==> src/hdl/ctr_pkg.sv <==
// constants and types for the counter, latch and edge detector block
// Overview of operation
// [RL1] rising edge on port zero sets bit 6
// [RL2] bit 6 with enable bit 3 requests interrupt
// [RL3] any write to 089 clears bit 6
// [RL4] falling edge on port one sets bit 5
// [RL5] bit 5 with enable bit 2 requests interrupt
// [RL6] any write to 08a clears bit 5
// [RL7] count bytes readable at 086, 087, undisturbed
// [RL8] latch write-only at 084 and 085
// [RL9] 088 write loads upper latch, presets counter
// [RL10] decrement at zero reloads latch, no wrap
// [RL11] overflow sets bit 7, enable bit 4 interrupts
// [RL12] low count read or preset clears bit 7
// [RL13] two mode bits pick one of four modes
// [RL14] interval mode counts every clock, pin high
// [RL15] pulse mode toggles pin on overflow, preset
// [RL16] event mode counts counter pin rising edges
// [RL17] width mode counts while counter pin low
// [RL18] reset clears control, pin high, keeps counts
// [RL19] five writable control bits, three status flags
// [RL20] edge detectors always active, half clock rate; the code samples the pins on every clk_sys rising edge
// [RL21] one interrupt line from three enabled sources
// [RL22] pins synchronised, edges from successive samples
package ctr_pkg;
   // cpu addresses of the block
   localparam logic [11:0] ADDR_LATCH_HIGH = 12'h084;
   localparam logic [11:0] ADDR_LATCH_LOW = 12'h085;
   localparam logic [11:0] ADDR_COUNT_HIGH = 12'h086;
   localparam logic [11:0] ADDR_COUNT_LOW = 12'h087;
   localparam logic [11:0] ADDR_PRESET = 12'h088;
   localparam logic [11:0] ADDR_RISE_CLEAR = 12'h089;
   localparam logic [11:0] ADDR_FALL_CLEAR = 12'h08a;
   localparam logic [11:0] ADDR_CONTROL = 12'h08f;
   // control register field positions
   localparam int BIT_OVERFLOW = 7;
   localparam int BIT_RISE_FLAG = 6;
   localparam int BIT_FALL_FLAG = 5;
   localparam int BIT_CTR_IE = 4;
   localparam int BIT_RISE_IE = 3;
   localparam int BIT_FALL_IE = 2;
   localparam int BIT_MODE_HIGH = 1;
   localparam int BIT_MODE_LOW = 0;
   localparam logic [7:0] CONTROL_WRITE_MASK = 8'h1f;
   localparam logic [7:0] CONTROL_RESET = 8'h00;
   // pins idle high behind their pull-ups
   localparam logic PIN_RESET_LEVEL = 1'b1;
   localparam logic [15:0] COUNT_ZERO = 16'h0000;
   localparam logic [15:0] COUNT_ONE = 16'h0001;
   localparam logic [7:0] READ_ZERO = 8'h00;
   // counter modes
   typedef enum logic [1:0] {
      MODE_INTERVAL = 2'b00,
      MODE_PULSE_GEN = 2'b01,
      MODE_EVENT = 2'b10,
      MODE_WIDTH = 2'b11
   } counter_mode_t;
   // input index of the sampled pins
   localparam int PIN_PORT_ZERO = 0;
   localparam int PIN_PORT_ONE = 1;
   localparam int PIN_COUNTER = 2;
   localparam int PIN_COUNT = 3;
endpackage

==> src/hdl/edge_sync.sv <==
// two-stage pin synchroniser with edge detection
module edge_sync
   import ctr_pkg::*;
(
   input wire logic clk_sys,
   input wire logic rst_n,
   input wire logic pin_async,
   output logic level,
   output logic rise,
   output logic fall
);
   logic meta;
   logic stable;
   logic prev;

   // two flops, then one more for the previous sample
   always_ff @(posedge clk_sys or negedge rst_n) begin
      if (!rst_n) begin
         meta <= PIN_RESET_LEVEL;
         stable <= PIN_RESET_LEVEL;
         prev <= PIN_RESET_LEVEL;
      end else begin
         meta <= pin_async; // RL22
         stable <= meta;
         prev <= stable;
      end
   end

   // compare successive samples, one pulse per transition
   assign level = stable;
   assign rise = stable & ~prev; // RL22
   assign fall = ~stable & prev; // RL22
endmodule

==> src/hdl/down_counter.sv <==
// sixteen-bit down counter with reload latch
module down_counter
   import ctr_pkg::*;
(
   input wire logic clk_sys,
   input wire logic dec_en,
   input wire logic latch_high_wr,
   input wire logic latch_low_wr,
   input wire logic preset_wr,
   input wire logic [7:0] wdata,
   output logic [15:0] count,
   output logic overflow
);
   logic [15:0] latch;

   // reset leaves latch and count alone
   always_ff @(posedge clk_sys) begin
      if (latch_high_wr || preset_wr) begin
         latch[15:8] <= wdata; // RL8 RL9
      end
      if (latch_low_wr) begin
         latch[7:0] <= wdata; // RL8
      end
   end

   // preset wins over counting in the same cycle
   always_ff @(posedge clk_sys) begin
      if (preset_wr) begin
         count <= {wdata, latch[7:0]}; // RL9
      end else if (overflow) begin
         count <= latch; // RL10
      end else if (dec_en) begin
         count <= count - COUNT_ONE;
      end
   end

   // decrement from zero is an overflow
   assign overflow = dec_en && !preset_wr && (count == COUNT_ZERO); // RL10
endmodule

==> src/hdl/counter_latch_edge_irq.sv <==
// counter, latch, edge detect and interrupt request block
module counter_latch_edge_irq
   import ctr_pkg::*;
(
   input wire logic clk_sys,
   input wire logic rst_n,
   input wire logic [11:0] cpu_addr,
   input wire logic cpu_wr,
   input wire logic cpu_rd,
   input wire logic [7:0] cpu_wdata,
   output logic [7:0] cpu_rdata,
   output logic irq_n,
   input wire logic port_line_zero,
   input wire logic port_line_one,
   input wire logic counter_pin_in,
   output logic counter_pin_out,
   output logic counter_pin_oe_n
);
   // synchronised pin samples and edges
   logic [PIN_COUNT-1:0] pin_raw;
   logic [PIN_COUNT-1:0] pin_level;
   logic [PIN_COUNT-1:0] pin_rise;
   logic [PIN_COUNT-1:0] pin_fall;

   // control register pieces
   logic [4:0] control_bits;
   logic overflow_flag;
   logic rise_flag;
   logic fall_flag;
   logic [7:0] control_view;
   counter_mode_t mode;

   // decoded cpu strokes
   logic wr_latch_high;
   logic wr_latch_low;
   logic wr_preset;
   logic wr_rise_clear;
   logic wr_fall_clear;
   logic wr_control;
   logic rd_count_low;

   // counter core
   logic dec_en;
   logic [15:0] count;
   logic overflow;
   logic pulse_level;
   logic next_pulse_level;
   logic next_irq;

   // address match used by every decoder
   function automatic logic hit(input logic strobe, input logic [11:0] addr,
                                input logic [11:0] target);
      hit = strobe && (addr == target);
   endfunction

   // pins gathered for the synchroniser loop
   assign pin_raw[PIN_PORT_ZERO] = port_line_zero;
   assign pin_raw[PIN_PORT_ONE] = port_line_one;
   assign pin_raw[PIN_COUNTER] = counter_pin_in;

   // one synchroniser per input pin, always running
   genvar gi;
   generate
      for (gi = 0; gi < PIN_COUNT; gi++) begin : g_sync
         edge_sync u_sync (
            .clk_sys(clk_sys),
            .rst_n(rst_n),
            .pin_async(pin_raw[gi]), // RL20
            .level(pin_level[gi]),
            .rise(pin_rise[gi]),
            .fall(pin_fall[gi])
         );
      end
   endgenerate

   // write and read decoding, data value ignored for commands
   assign wr_latch_high = hit(cpu_wr, cpu_addr, ADDR_LATCH_HIGH); // RL8
   assign wr_latch_low = hit(cpu_wr, cpu_addr, ADDR_LATCH_LOW); // RL8
   assign wr_preset = hit(cpu_wr, cpu_addr, ADDR_PRESET); // RL9
   assign wr_rise_clear = hit(cpu_wr, cpu_addr, ADDR_RISE_CLEAR); // RL3
   assign wr_fall_clear = hit(cpu_wr, cpu_addr, ADDR_FALL_CLEAR); // RL6
   assign wr_control = hit(cpu_wr, cpu_addr, ADDR_CONTROL); // RL19
   assign rd_count_low = hit(cpu_rd, cpu_addr, ADDR_COUNT_LOW); // RL12

   // mode from the two low control bits
   assign mode = counter_mode_t'(control_bits[BIT_MODE_HIGH:BIT_MODE_LOW]); // RL13

   // count source chosen by mode
   always_comb begin
      case (mode)
         MODE_INTERVAL: dec_en = 1'b1; // RL14
         MODE_PULSE_GEN: dec_en = 1'b1; // RL15
         MODE_EVENT: dec_en = pin_rise[PIN_COUNTER]; // RL16
         MODE_WIDTH: dec_en = ~pin_level[PIN_COUNTER]; // RL17
         default: dec_en = 1'b0;
      endcase
   end

   // counter and reload latch
   down_counter u_counter (
      .clk_sys(clk_sys),
      .dec_en(dec_en),
      .latch_high_wr(wr_latch_high),
      .latch_low_wr(wr_latch_low),
      .preset_wr(wr_preset),
      .wdata(cpu_wdata),
      .count(count),
      .overflow(overflow)
   );

   // five writable control bits, cleared at reset
   always_ff @(posedge clk_sys or negedge rst_n) begin
      if (!rst_n) begin
         control_bits <= CONTROL_RESET[4:0]; // RL18
      end else if (wr_control) begin
         control_bits <= cpu_wdata[4:0] & CONTROL_WRITE_MASK[4:0]; // RL19
      end
   end

   // overflow flag, a new overflow beats a clear
   always_ff @(posedge clk_sys or negedge rst_n) begin
      if (!rst_n) begin
         overflow_flag <= 1'b0; // RL18
      end else if (overflow) begin
         overflow_flag <= 1'b1; // RL11
      end else if (rd_count_low || wr_preset) begin
         overflow_flag <= 1'b0; // RL12
      end
   end

   // port zero rising edge flag, set beats clear
   always_ff @(posedge clk_sys or negedge rst_n) begin
      if (!rst_n) begin
         rise_flag <= 1'b0; // RL18
      end else if (pin_rise[PIN_PORT_ZERO]) begin
         rise_flag <= 1'b1; // RL1
      end else if (wr_rise_clear) begin
         rise_flag <= 1'b0; // RL3
      end
   end

   // port one falling edge flag, set beats clear
   always_ff @(posedge clk_sys or negedge rst_n) begin
      if (!rst_n) begin
         fall_flag <= 1'b0; // RL18
      end else if (pin_fall[PIN_PORT_ONE]) begin
         fall_flag <= 1'b1; // RL4
      end else if (wr_fall_clear) begin
         fall_flag <= 1'b0; // RL6
      end
   end

   // assembled control register as software sees it
   always_comb begin
      control_view = {3'b000, control_bits};
      control_view[BIT_OVERFLOW] = overflow_flag;
      control_view[BIT_RISE_FLAG] = rise_flag;
      control_view[BIT_FALL_FLAG] = fall_flag;
   end

   // single request from the three enabled sources
   assign next_irq = (control_view[BIT_OVERFLOW] & control_view[BIT_CTR_IE]) // RL11
                   | (control_view[BIT_RISE_FLAG] & control_view[BIT_RISE_IE]) // RL2
                   | (control_view[BIT_FALL_FLAG] & control_view[BIT_FALL_IE]); // RL5

   // interrupt request line, active low
   always_ff @(posedge clk_sys or negedge rst_n) begin
      if (!rst_n) begin
         irq_n <= 1'b1;
      end else begin
         irq_n <= ~next_irq; // RL21
      end
   end

   // pulse generator toggle state
   always_comb begin
      next_pulse_level = pulse_level;
      if (mode == MODE_PULSE_GEN && (overflow || wr_preset)) begin
         next_pulse_level = ~pulse_level; // RL15
      end
   end

   always_ff @(posedge clk_sys or negedge rst_n) begin
      if (!rst_n) begin
         pulse_level <= PIN_RESET_LEVEL;
      end else begin
         pulse_level <= next_pulse_level;
      end
   end

   // counter pin drive: output in modes 0 and 1, input otherwise
   always_ff @(posedge clk_sys or negedge rst_n) begin
      if (!rst_n) begin
         counter_pin_out <= PIN_RESET_LEVEL; // RL18
         counter_pin_oe_n <= 1'b0;
      end else begin
         case (mode)
            MODE_INTERVAL: begin
               counter_pin_out <= PIN_RESET_LEVEL; // RL14
               counter_pin_oe_n <= 1'b0;
            end
            MODE_PULSE_GEN: begin
               counter_pin_out <= next_pulse_level; // RL15
               counter_pin_oe_n <= 1'b0;
            end
            MODE_EVENT, MODE_WIDTH: begin
               counter_pin_out <= PIN_RESET_LEVEL;
               counter_pin_oe_n <= 1'b1; // RL16 RL17
            end
            default: begin
               counter_pin_out <= PIN_RESET_LEVEL;
               counter_pin_oe_n <= 1'b1;
            end
         endcase
      end
   end

   // read data, registered one cycle after the read strobe
   always_ff @(posedge clk_sys or negedge rst_n) begin
      if (!rst_n) begin
         cpu_rdata <= READ_ZERO;
      end else if (cpu_rd) begin
         case (cpu_addr)
            ADDR_COUNT_HIGH: cpu_rdata <= count[15:8]; // RL7
            ADDR_COUNT_LOW: cpu_rdata <= count[7:0]; // RL7
            ADDR_CONTROL: cpu_rdata <= control_view; // RL19
            default: cpu_rdata <= READ_ZERO;
         endcase
      end
   end
endmodule

==> config.mk <==
export PLATFORM = sky130hd
export DESIGN_NAME = counter_latch_edge_irq
export DESIGN_NICKNAME = d
export VERILOG_FILES = /design/src/hdl/ctr_pkg.sv /design/src/hdl/edge_sync.sv /design/src/hdl/down_counter.sv /design/src/hdl/counter_latch_edge_irq.sv
export SDC_FILE = /design/constraint.sdc
export NUM_CORES = 1
export LEC_CHECK = 0
export BUFFER_PORTS_ARGS = -buffer_cell sky130_fd_sc_hd__buf_2
export CELL_PAD_IN_SITES_DETAIL_PLACEMENT = 2
export CELL_PAD_IN_SITES_GLOBAL_PLACEMENT = 2
export CORE_UTILIZATION = 35
export DETAILED_ROUTE_END_ITERATION = 8
export GPL_ROUTABILITY_DRIVEN = 0
export GPL_TIMING_DRIVEN = 1
export PLACE_DENSITY = 0.78
export RECOVER_POWER = 50
export SYNTH_ARGS = -nofsm -noshare
export SYNTH_HDL_FRONTEND = slang
export SYNTH_SLANG_ARGS = --single-unit
==> constraint.sdc <==
create_clock -name clk_sys -period 2.4 [get_ports clk_sys]
set_input_delay 0.36 -clock clk_sys [delete_from_list [all_inputs] [get_ports clk_sys]]
set_output_delay 0.36 -clock clk_sys [all_outputs]
set_load 0.01 [all_outputs]
Word level (Yosys, flattened, before mapping)
Index checks and enable logic that the tools add are counted.
- flip-flop bits (word level): 61
- bits of input ports: 27
- output and inout bits: 11
- add/sub/neg operators: 1
- equal/unequal tests: 11
- multiplexer cells: 14
- bitwise gates (word level): 14
- reductions and logical operators: 23
- operator list (kind ; number):
    12-bit by 8-bit equality test with 1-bit output, second input constant ; 8
    16-bit 2-to-1 mux ; 3
    8-bit one-hot mux with 3 select lines ; 1
    16-bit zero test ; 1
    16-bit by 1-bit subtractor with 16-bit output, second input constant ; 1
    1-bit logical AND ; 10
    1-bit 2-to-1 mux ; 7
    1-bit bitwise AND ; 6
    1-bit NOT ; 6
    2-bit nonzero test ; 3
    2-bit equality test, second input constant ; 2
    1-bit one-hot mux with 2 select lines ; 2
    2-bit OR reduction ; 2
    1-bit logical OR ; 3
    1-bit one-hot mux with 3 select lines ; 1
    3-bit nonzero test ; 1
    3-bit OR reduction ; 1
    2-bit by 1-bit equality test with 1-bit output, second input constant ; 1
    2-bit zero test ; 1
    1-bit bitwise OR ; 2
    1-bit zero test ; 1

Logic depth before layout (Yosys ltp)
Gate-level depths: netlist of run 1.
- depth in word-level cells: 9
- depth in mapped cells: 8
- mapped depth without buffers: 7

Cells and area by module
A second synthesis of run 1 with hierarchy kept.
- cells, all modules: 226
- area total of the unflattened synthesis: 2827.7 um2
- modules (own cells, without submodules) (module ; instances ; cells each ; area each (um2)):
    down_counter ; 1 ; 119 ; 1506.4
    counter_latch_edge_irq ; 1 ; 92 ; 1039.7
    edge_sync ; 3 ; 5 ; 93.8

Worst setup path after synthesis of run 1
Ideal clock, no wire load.
- kind: reg-to-reg
- from: register u_counter.count[0]
- to: register u_counter.count[15] (data pin)
- setup time: 0.263 ns
- arrival: 1.907 ns
- required time: 2.137 ns
- path slack: 0.230 ns
- cell stages (with the launch flop): 8
- path buffers: 0
- period minus slack after synthesis: 2.170 ns
- path through: edfxtp_1 inv_1 ha_1 or4b_1 a311oi_2 nand2_2 o31ai_1 a21oi_1
- word-level cells in the longest chain between the ends: 4
- elaborated cells between the ends (all ways): 6
- those cells by class: add/sub: 1; mux: 3; reduce/logical: 2
- RTL lines (what ; line ; text):
    from (decl) ; down_counter.sv:11 ; output logic [15:0] count,
    from (signal assigned) ; down_counter.sv:29 ; count <= {wdata, latch[7:0]};
    from (signal assigned) ; down_counter.sv:31 ; count <= latch;
    from (signal assigned) ; down_counter.sv:33 ; count <= count - COUNT_ONE;
    16-bit by 1-bit subtractor with 16-bit output or 16-bit zero test (tied branches) ; down_counter.sv:33, down_counter.sv:38 ;
    16-bit 2-to-1 mux or 1-bit logical AND (tied branches) ; down_counter.sv:32, down_counter.sv:38 ;
    16-bit 2-to-1 mux (*) ; down_counter.sv:30 ; end else if (overflow) begin
    16-bit 2-to-1 mux (*) ; down_counter.sv:28 ; if (preset_wr) begin
Every way passes the cells marked *; elsewhere a longest branch is shown, timed or not. The select of a mux whose other input is x is not followed.
A chain may end at the register's enable or synchronous reset.

Final worst setup path of run 1
- from: register u_counter.count[1]
- to: register u_counter.count[14] (data pin)
Same word-level chain as after synthesis.

==> run metrics, run 1 <==
status finished, violations left; failing checks max-capacitance violations, max-slew violations; fin crit share 0.939; number of global-route vias before repair 2219; dpl hpwl 5670 µm; clk sinks 61; largest net degree at the start of global routing 30; worst-case vdd ir drop 0.307 mV; io pins 38; CP Launch Type flip-flop; Total Power 2660 µW; TritonCTS clock tree yes; fmax 0.444 GHz; post-synthesis register bit count 61; fill cell count 811; Gate Count Post-Synth 230; drt pass-1 iters 4; worst clock skew 0.00898 ns; hold crit path type primary input to flip-flop; Routed Antenna Nets 0; Slew Limit Fails 30; Die Wd 91.7 µm; via count 2076; Final Hold Vio Count 0; Post-synth EDFFs 32; Initial Utilization 0.363; register clock-pin slew on the reported worst setup and hold paths 0.07 ns; syn_nets 259; Num CTS Buffers 9; Setup TNS Final 0 ns; Area growth syn-to-layout 20.7%; Setup CP Type flip-flop to flip-flop; post-synthesis sequential area ratio 0.604; Final setup violation count 0; All-Layer GR Usage 0.203; PwrDens 782 nW/µm²; Avg Synthesized Cell Area 12.3 µm²; number of buffers added on ports 37; Min Clock Period, post-route 2.25 ns; asr flop ratio synth 0.475; Die Ht 91.7 µm; LEAKAGE 0.00132 µW; RSZ-0062 raised after global routing false; Synth Flop Type edfxtp_1; CP Capture Type flip-flop; die outline area 8410 µm²; Reg2Reg Setup Slack 0.15 ns; diode count 0; WHS Path Cells 1; WL/cell 20.0 µm; core area 7770 µm²; Ys Warns 0; first-pass GRT wire length 12500 µm; Worst-Margin Slew 1.59 ns; Post-Route WL 7920 µm; clk_lat worst skew 0.34 ns; crit path DAT 2.34 ns; layout cells sized above 1 0.283; Max Cap Violations 1; Netlist cell types 46; Detailed Route Iter0 Violations 100; critical path required time 2.49 ns; worst setup margin 0.147 ns; CTS Root Cell clkbuf_8; total gr overflow 0; DRC 0; initial antenna violation count 0; synthesized area 2820 µm²; Critical Path Fanout Max 4; H-tree depth 3; Slew HR -0.0573; dpl ws 0.0679 ns; clk buf depth 2; R2R cell count 8; Final nets 317; row count 32; vias per std cell 5.26
-- routing by layer --
metal	global-route usage	up-vias	routed length, µm
met3	0.0323	11	239
met2	0.340	36	4050
met5	0	-	0
met4	0.0859	0	124
li1	-	965	-
met1	0.262	1064	3500
-- cells by family after synthesis --
group	share of synthesized area
and+or+nand+nor	0.135
buffers and inverters	0.0306
xor gates and xnor gates	0.0466
DFF	0.604
AOI/OAI and AO/OA	0.0990
adders and majority gates	0.00888
muxes	0.0764
-- area by class of cell --
type	instances	area [µm²]	area share
inverter	14	52.6	0.0155
clock buffer	11	163	0.0478
sequential	61	1700	0.500
timing repair buffer	55	297	0.0872
multi-input combinational	147	1030	0.303
tap	102	128	0.0375
clock inverter	5	30.0	0.00883
-- cell usage in the layout (no fill, tap or decap), types with 9 or more instances in the layout --
cell and n:
buf_2 18, buf_4 18, clkbuf_1 19, clkbuf_8 10, dfrtp_1 17, dfstp_2 10
edfxtp_1 32, inv_1 12, mux2_2 12, nand2_1 18, nor2_1 13, o21ai_0 10
xnor2_1 9
-- where the power goes --
| part | leakage, µW | switching [µW] | total (µW) | internal [µW] |
|---|---|---|---|---|
| Combinational | 0.000569 | 279 | 509 | 229 |
| Clock | 0.000101 | 417 | 880 | 463 |
| Sequential | 0.000646 | 62.1 | 1270 | 1210 |
-- synthesized netlist by cell type (2+ instances only) --
cell type / count / area share
edfxtp_1: 32 / 0.34
nand2_1: 18 / 0.024
dfrtp_1: 17 / 0.15
inv_1: 14 / 0.019
nor2_1: 13 / 0.017
dfstp_2: 12 / 0.11
mux2_2: 12 / 0.048
o21ai_0: 10 / 0.018
xnor2_1: 9 / 0.028
mux2i_1: 8 / 0.028
o22ai_1: 8 / 0.018
a21oi_1: 7 / 0.012
a22oi_1: 7 / 0.019
nand3_1: 6 / 0.011
xor2_1: 6 / 0.019
nor4_1: 5 / 0.011
clkbuf_1: 4 / 0.0053
buf_2: 3 / 0.0053
nor3_1: 3 / 0.0053
o31ai_1: 3 / 0.0080
or4_1: 3 / 0.0080
a31oi_1: 2 / 0.0044
ha_1: 2 / 0.0089
nand2b_1: 2 / 0.0044
nand3b_1: 2 / 0.0053
nor3b_1: 2 / 0.0053
-- registers in the layout, summed over array words and instances, names as in the netlist --
register and cells:
control_bits 5, counter_pin_oe_n 1, counter_pin_out 1, cpu_rdata 8
fall_flag 1, g_sync.u_sync.level 3, g_sync.u_sync.meta 3, g_sync.u_sync.prev 3
irq_n 1, overflow_flag 1, pulse_level 1, rise_flag 1
u_counter.count 16, u_counter.latch 16
-- critical path, stage by stage (launching register included) --
cell and delay, ns:
edfxtp_1 0.45, inv_2 0.11, ha_1 0.13, or4b_1 0.45, a311oi_2 0.29, nand2_2 0.12
buf_4 0.18, mux2i_1 0.15, o21ai_0 0.10
-- what timing repair did --
item | 4_1_cts | 5_1_grt
endpoints found under the setup margin | 0 | 10
hold buffers | 0 | 0
resized for setup | 0 | 2
hold endpoints to repair | 0 | 0
setup buffers | 0 | 0
-- worst paths after layout --
| check | start | to |
|---|---|---|
| max | u_counter.count[1]$_DFFE_PP_ | u_counter.count[14]$_DFFE_PP_ |
| min | counter_pin_in | g_sync[2].u_sync.meta$_DFF_PN1_ |
| max reg2reg | u_counter.count[1]$_DFFE_PP_ | u_counter.count[14]$_DFFE_PP_ |
| min reg2reg | g_sync[0].u_sync.meta$_DFF_PN1_ | g_sync[0].u_sync.level$_DFF_PN1_ |
| max in group asynchronous | rst_n | control_bits[4]$_DFFE_PN0P_ |
| min in group asynchronous | rst_n | fall_flag$_DFFE_PN0P_ |
-- per-stage QoR --
step / instance area, µm² / instances / hold WS (ns) / utilization
floorplan: 2820 / 230 / 0.0644 / -
global placement: 3230 / 379 / 0.346 / 0.416
detailed placement: 3230 / 379 / 0.347 / 0.416
CTS: 3420 / 395 / 0.0441 / 0.441
global route: 3400 / 395 / 0.0832 / 0.438
finish: 3400 / 395 / 0.107 / 0.438
Power figures use the tool's default switching activity.
==> run 2: changes to the inputs <==
--- a/config.mk
+++ b/config.mk
@@ -8,11 +8,11 @@
 export BUFFER_PORTS_ARGS = -buffer_cell sky130_fd_sc_hd__buf_2
 export CELL_PAD_IN_SITES_DETAIL_PLACEMENT = 2
 export CELL_PAD_IN_SITES_GLOBAL_PLACEMENT = 2
-export CORE_UTILIZATION = 35
+export CORE_UTILIZATION = 38
 export DETAILED_ROUTE_END_ITERATION = 8
 export GPL_ROUTABILITY_DRIVEN = 0
 export GPL_TIMING_DRIVEN = 1
-export PLACE_DENSITY = 0.78
+export PLACE_DENSITY = 0.83
 export RECOVER_POWER = 50
 export SYNTH_ARGS = -nofsm -noshare
 export SYNTH_HDL_FRONTEND = slang
==> run 2 against run 1 <==
The run still ends with max-capacitance violations, max-slew violations left. Via count increased by 3.3%. Wire length up 7.3%. Cell area grew 2.1%.
==> run metrics, run 2 (same netlist as run 1, synthesis figures left out) <==
status finished, violations left; failing checks max-capacitance violations, max-slew violations; worst-path cell chain inv_2, ha_1, or4b_4, a311oi_4, nand2_2, buf_4, mux2i_1, o21ai_0; hold crit path type primary input to flip-flop; RR Endpoint u_counter.count[14]$_DFFE_PP_; Setup TNS Final 0 ns; Detailed Route Iter0 Violations 114; H-tree depth 3; core area 7210 µm²; Max Cap Violations 1; layout cells sized above 1 0.305; number of global-route vias before repair 2381; CP Capture Type flip-flop; WHS Path Cells 1; register clock-pin slew on the reported worst setup and hold paths 0.08 ns; commonest non-fill, non-tap cell in the layout edfxtp_1; Final nets 322; worst setup margin 0.0286 ns; Initial Utilization 0.391; CP max stage delay 0.48 ns; dpl ws 0.0251 ns; Reg-to-Reg Start u_counter.count[0]$_DFFE_PP_; Largest regs u_counter.count: 16 flops, u_counter.latch: 16 flops, cpu_rdata: 8 flops; total gr overflow 0; initial antenna violation count 0; Die Ht 88.1 µm; io pins 38; Final setup violation count 0; R2R cell count 8; Slew HR -0.0431; Reg2Reg Setup Slack 0.03 ns; vias per std cell 5.40; utilization after layout 0.481; row count 31; CTS Root Cell clkbuf_8; Post-Route WL 8490 µm; number of buffers added on ports 37; worst-case vdd ir drop 0.408 mV; slowest CP cell or4b_4; area of the multi-input gates 1050 µm²; Num CTS Buffers 9; die outline area 7760 µm²; All-Layer GR Usage 0.227; WL/cell 21.4 µm; clk buf depth 2; fill cell count 745; Final Hold Vio Count 0; dpl hpwl 5900 µm; Critical Path Fanout Max 4; drt pass-1 iters 4; diode count 0; LEAKAGE 0.00135 µW; Setup CP Type flip-flop to flip-flop; PwrDens 804 nW/µm²; worst clock skew 0.00763 ns; most frequent cells in the layout edfxtp_1, buf_4, buf_2; critical path required time 2.50 ns; clk sinks 61; Hold Crit Start counter_pin_in; fin crit share 0.988; via count 2144; Area growth syn-to-layout 23.2%; first-pass GRT wire length 12700 µm; clk_lat worst skew 0.34 ns; Worst-Margin Slew 1.56 ns; TritonCTS clock tree yes; Hold EP g_sync[2].u_sync.meta$_DFF_PN1_; Slew Limit Fails 30; DRC 0; Min Clock Period, post-route 2.37 ns; Routed Antenna Nets 0; Die Wd 88.1 µm; Storage cell area 1700 µm²; CP Launch Type flip-flop; largest net degree at the start of global routing 30; crit path DAT 2.47 ns; fmax 0.422 GHz
==> run 2: cell types whose count changed in the layout (fill, tap and decap cells not counted), moves of 2 or more <==
| cell | change |
|---|---|
| buf_4 | +5 |
| clkinv_4 | +2 |
| inv_6 | +2 |
| inv_4 | -2 |
==> run 2: report_power, final <==
group          internal (µW)  switching (µW)
combinational            270             309
clock                    516             436
sequential              1210            50.0
==> run 2: cell type report <==
type / count / area share
multi-input combinational: 147 / 0.302
sequential: 61 / 0.490
tap: 99 / 0.0357
clock buffer: 10 / 0.0397
timing repair buffer: 60 / 0.0966
inverter: 14 / 0.0151
clock inverter: 6 / 0.0202
==> run 2: worst max path at each step <==
| stage | end | from | cells past startpoint | slack [ns] |
|---|---|---|---|---|
| global placement | u_counter.count[11]$_DFFE_PP_ | u_counter.count[0]$_DFFE_PP_ | 8 | 0.21 |
| floorplan | u_counter.count[15]$_DFFE_PP_ | u_counter.count[0]$_DFFE_PP_ | 7 | 0.23 |
| detailed placement | u_counter.count[11]$_DFFE_PP_ | u_counter.count[1]$_DFFE_PP_ | 8 | 0.03 |
| CTS | u_counter.count[11]$_DFFE_PP_ | u_counter.count[0]$_DFFE_PP_ | 8 | 0.04 |
| finish | u_counter.count[14]$_DFFE_PP_ | u_counter.count[0]$_DFFE_PP_ | 8 | 0.03 |
| global route | u_counter.count[9]$_DFFE_PP_ | u_counter.count[0]$_DFFE_PP_ | 8 | -0.06 |
==> run 2: timing repair <==
item / CTS / global route
endpoints found under the hold margin: 0 / 0
pin swaps: 1 / 2
resized for setup: 1 / 3
hold buffers: 0 / 0
setup buffers: 0 / 4
setup endpoints to repair: 2 / 8
==> run 2: metal layers <==
metal  GRT usage  part of all wire
met5           0                 0
met4      0.0938             0.029
met3      0.0405             0.037
met2       0.403              0.53
met1       0.272              0.41
==> run 2: per-stage QoR <==
stage	hold slack, ns	instance area, µm²	std cells	power [µW]
2_1_floorplan	0.0644	2820	230	1540
3_3_place_gp	0.346	3240	377	1760
3_5_place_dp	0.347	3240	377	1800
4_1_cts	0.0457	3450	393	2760
5_1_grt	0.0934	3470	397	2900
6_report	0.107	3470	397	2790
==> run 2: critical path: cells and delay by family, from the launching register on <==
| kind | cells | cell delay, ns |
|---|---|---|
| AND/OR/NAND/NOR | 2 | 0.61 |
| flip-flops | 1 | 0.46 |
| AO/OA/AOI/OAI | 2 | 0.44 |
| buffers and inverters | 2 | 0.30 |
| multiplexers | 1 | 0.16 |
| adder cells (fa/ha/maj) | 1 | 0.15 |
==> run 3: changes to the inputs <==
--- a/config.mk
+++ b/config.mk
@@ -6,7 +6,7 @@
 export NUM_CORES = 1
 export LEC_CHECK = 0
 export BUFFER_PORTS_ARGS = -buffer_cell sky130_fd_sc_hd__buf_2
-export CELL_PAD_IN_SITES_DETAIL_PLACEMENT = 2
+export CELL_PAD_IN_SITES_DETAIL_PLACEMENT = 1
 export CELL_PAD_IN_SITES_GLOBAL_PLACEMENT = 2
 export CORE_UTILIZATION = 38
 export DETAILED_ROUTE_END_ITERATION = 8
==> run 3 against run 2 <==
Core utilization fell by 1.0 points. Largest power group unchanged. Sequential cell count unchanged. The flow still finishes with violations (max-capacitance violations, max-slew violations). Largest cell class unchanged. Critical path type unchanged. Setup slack improved by 0.12 ns.
==> run metrics, run 3 (same netlist as run 1, synthesis figures left out) <==
status finished, violations left; failing checks max-capacitance violations, max-slew violations; worst-case vdd ir drop 0.471 mV; Min Clock Period, post-route 2.25 ns; TritonCTS clock tree yes; WL/cell 16.8 µm; LEAKAGE 0.00132 µW; hold crit path type primary input to flip-flop; PwrDens 763 nW/µm²; Die Wd 88.1 µm; Setup CP Type flip-flop to flip-flop; fill cell count 827; Final Hold Vio Count 0; crit path DAT 2.33 ns; diode count 0; largest net degree at the start of global routing 30; All-Layer GR Usage 0.188; CP max stage delay 0.44 ns; Area growth syn-to-layout 20.5%; Post-Route WL 6620 µm; commonest non-fill, non-tap cell in the layout edfxtp_1; delay-heaviest family, CP simple AND/OR/NAND/NOR gates; critical path required time 2.48 ns; Final nets 318; io pins 38; RSZ-0062 raised after global routing false; core area 7210 µm²; CTS Root Cell clkbuf_8; worst setup margin 0.150 ns; Die Ht 88.1 µm; clk_lat worst skew 0.34 ns; Setup TNS Final 0 ns; Reg-to-Reg Start u_counter.count[1]$_DFFE_PP_; DRC 0; Total Power 2590 µW; clk buf depth 2; worst-path cell chain inv_1, ha_1, or4b_1, a311oi_2, nand2_2, buf_4, mux2i_1, o21ai_0; number of buffers added on ports 37; worst clock skew 0.0183 ns; dpl hpwl 4920 µm; Worst-Margin Slew 1.52 ns; die outline area 7760 µm²; dpl ws 0.112 ns; vias per std cell 5.13; register clock-pin slew on the reported worst setup and hold paths 0.08 ns; drt pass-1 iters 4; via count 2016; Critical Path Fanout Max 4; Hold Crit Start port_line_zero; Post-CTS Hold Buffers 0; Max Cap Violations 1; worst setup path startpoint u_counter.count[1]$_DFFE_PP_; fin crit share 0.937; number of global-route vias before repair 2086; Num CTS Buffers 9; most frequent cells in the layout edfxtp_1, buf_2, buf_4; Slew HR -0.0103; initial antenna violation count 0; layout cells sized above 1 0.289; Initial Utilization 0.391; CP Launch Type flip-flop; Final setup violation count 0; first-pass GRT wire length 10600 µm; total gr overflow 0; Routed Antenna Nets 0; fmax 0.444 GHz; Detailed Route Iter0 Violations 94; Slew Limit Fails 30; clk sinks 61; row count 31; CP Capture Type flip-flop; slowest CP cell or4b_1; Worst Path Buf+Inv 2; H-tree depth 3; Largest regs u_counter.count: 16 flops, u_counter.latch: 16 flops, cpu_rdata: 8 flops
[run 3: worst register-to-register path: cells and delay by family (launching register included)]
| kind | cells | cell delay (ns) |
|---|---|---|
| buf+inv | 2 | 0.31 |
| fa+ha+maj | 1 | 0.15 |
| compound gates | 2 | 0.39 |
| simple gates | 2 | 0.57 |
| flops | 1 | 0.43 |
| mux | 1 | 0.15 |
[run 3: power by group]
group	internal (µW)	total, µW	leakage, µW	switching [µW]
clock network	409	836	0.0000970	427
logic	240	500	0.000577	260
registers	1210	1260	0.000646	46.9
[run 3: stage by stage]
stage / util / instances / hold slack (ns) / instance area [µm²]
global placement: 0.448 / 377 / 0.346 / 3240
CTS: 0.474 / 393 / 0.0400 / 3420
finish: 0.471 / 393 / 0.109 / 3400
detailed placement: 0.448 / 377 / 0.347 / 3240
global route: 0.471 / 393 / 0.0888 / 3400
floorplan: - / 230 / 0.0644 / 2820
[run 3: final cells by class]
class | instances | area (µm²) | area share
Multi-Input combinational cell | 147 | 1030 | 0.303
Sequential cell | 61 | 1700 | 0.501
Inverter | 14 | 52.6 | 0.0155
Tap cell | 99 | 124 | 0.0365
Clock buffer | 10 | 138 | 0.0405
Clock inverter | 6 | 45.0 | 0.0133
Timing Repair Buffer | 56 | 305 | 0.0899
[run 3: layer usage]
layer  wire, µm  global-route usage  vias to the layer above
li1           -                   -                      977
met1       3020               0.235                      997
met2       3300               0.314                       30
met3        172              0.0377                       12
met4        128              0.0880                        0
met5          0                   0                        -
[run 3: worst paths after layout]
path | end | slack (ns) | depth (start not counted)
max | u_counter.count[10]$_DFFE_PP_ | 0.15 | 8
min reg2reg | g_sync[1].u_sync.level$_DFF_PN1_ | 0.36 | 0
max reg2reg | u_counter.count[10]$_DFFE_PP_ | 0.15 | 8
min | g_sync[0].u_sync.meta$_DFF_PN1_ | 0.11 | 1
max in group asynchronous | control_bits[2]$_DFFE_PN0P_ | 1.13 | 1
min in group asynchronous | fall_flag$_DFFE_PN0P_ | 0.38 | 1
[run 3: timing repair]
action                                  in CTS  in global routing
setup buffers                                0                  0
endpoints found under the setup margin       0                  6
gates resized for setup                      0                  1
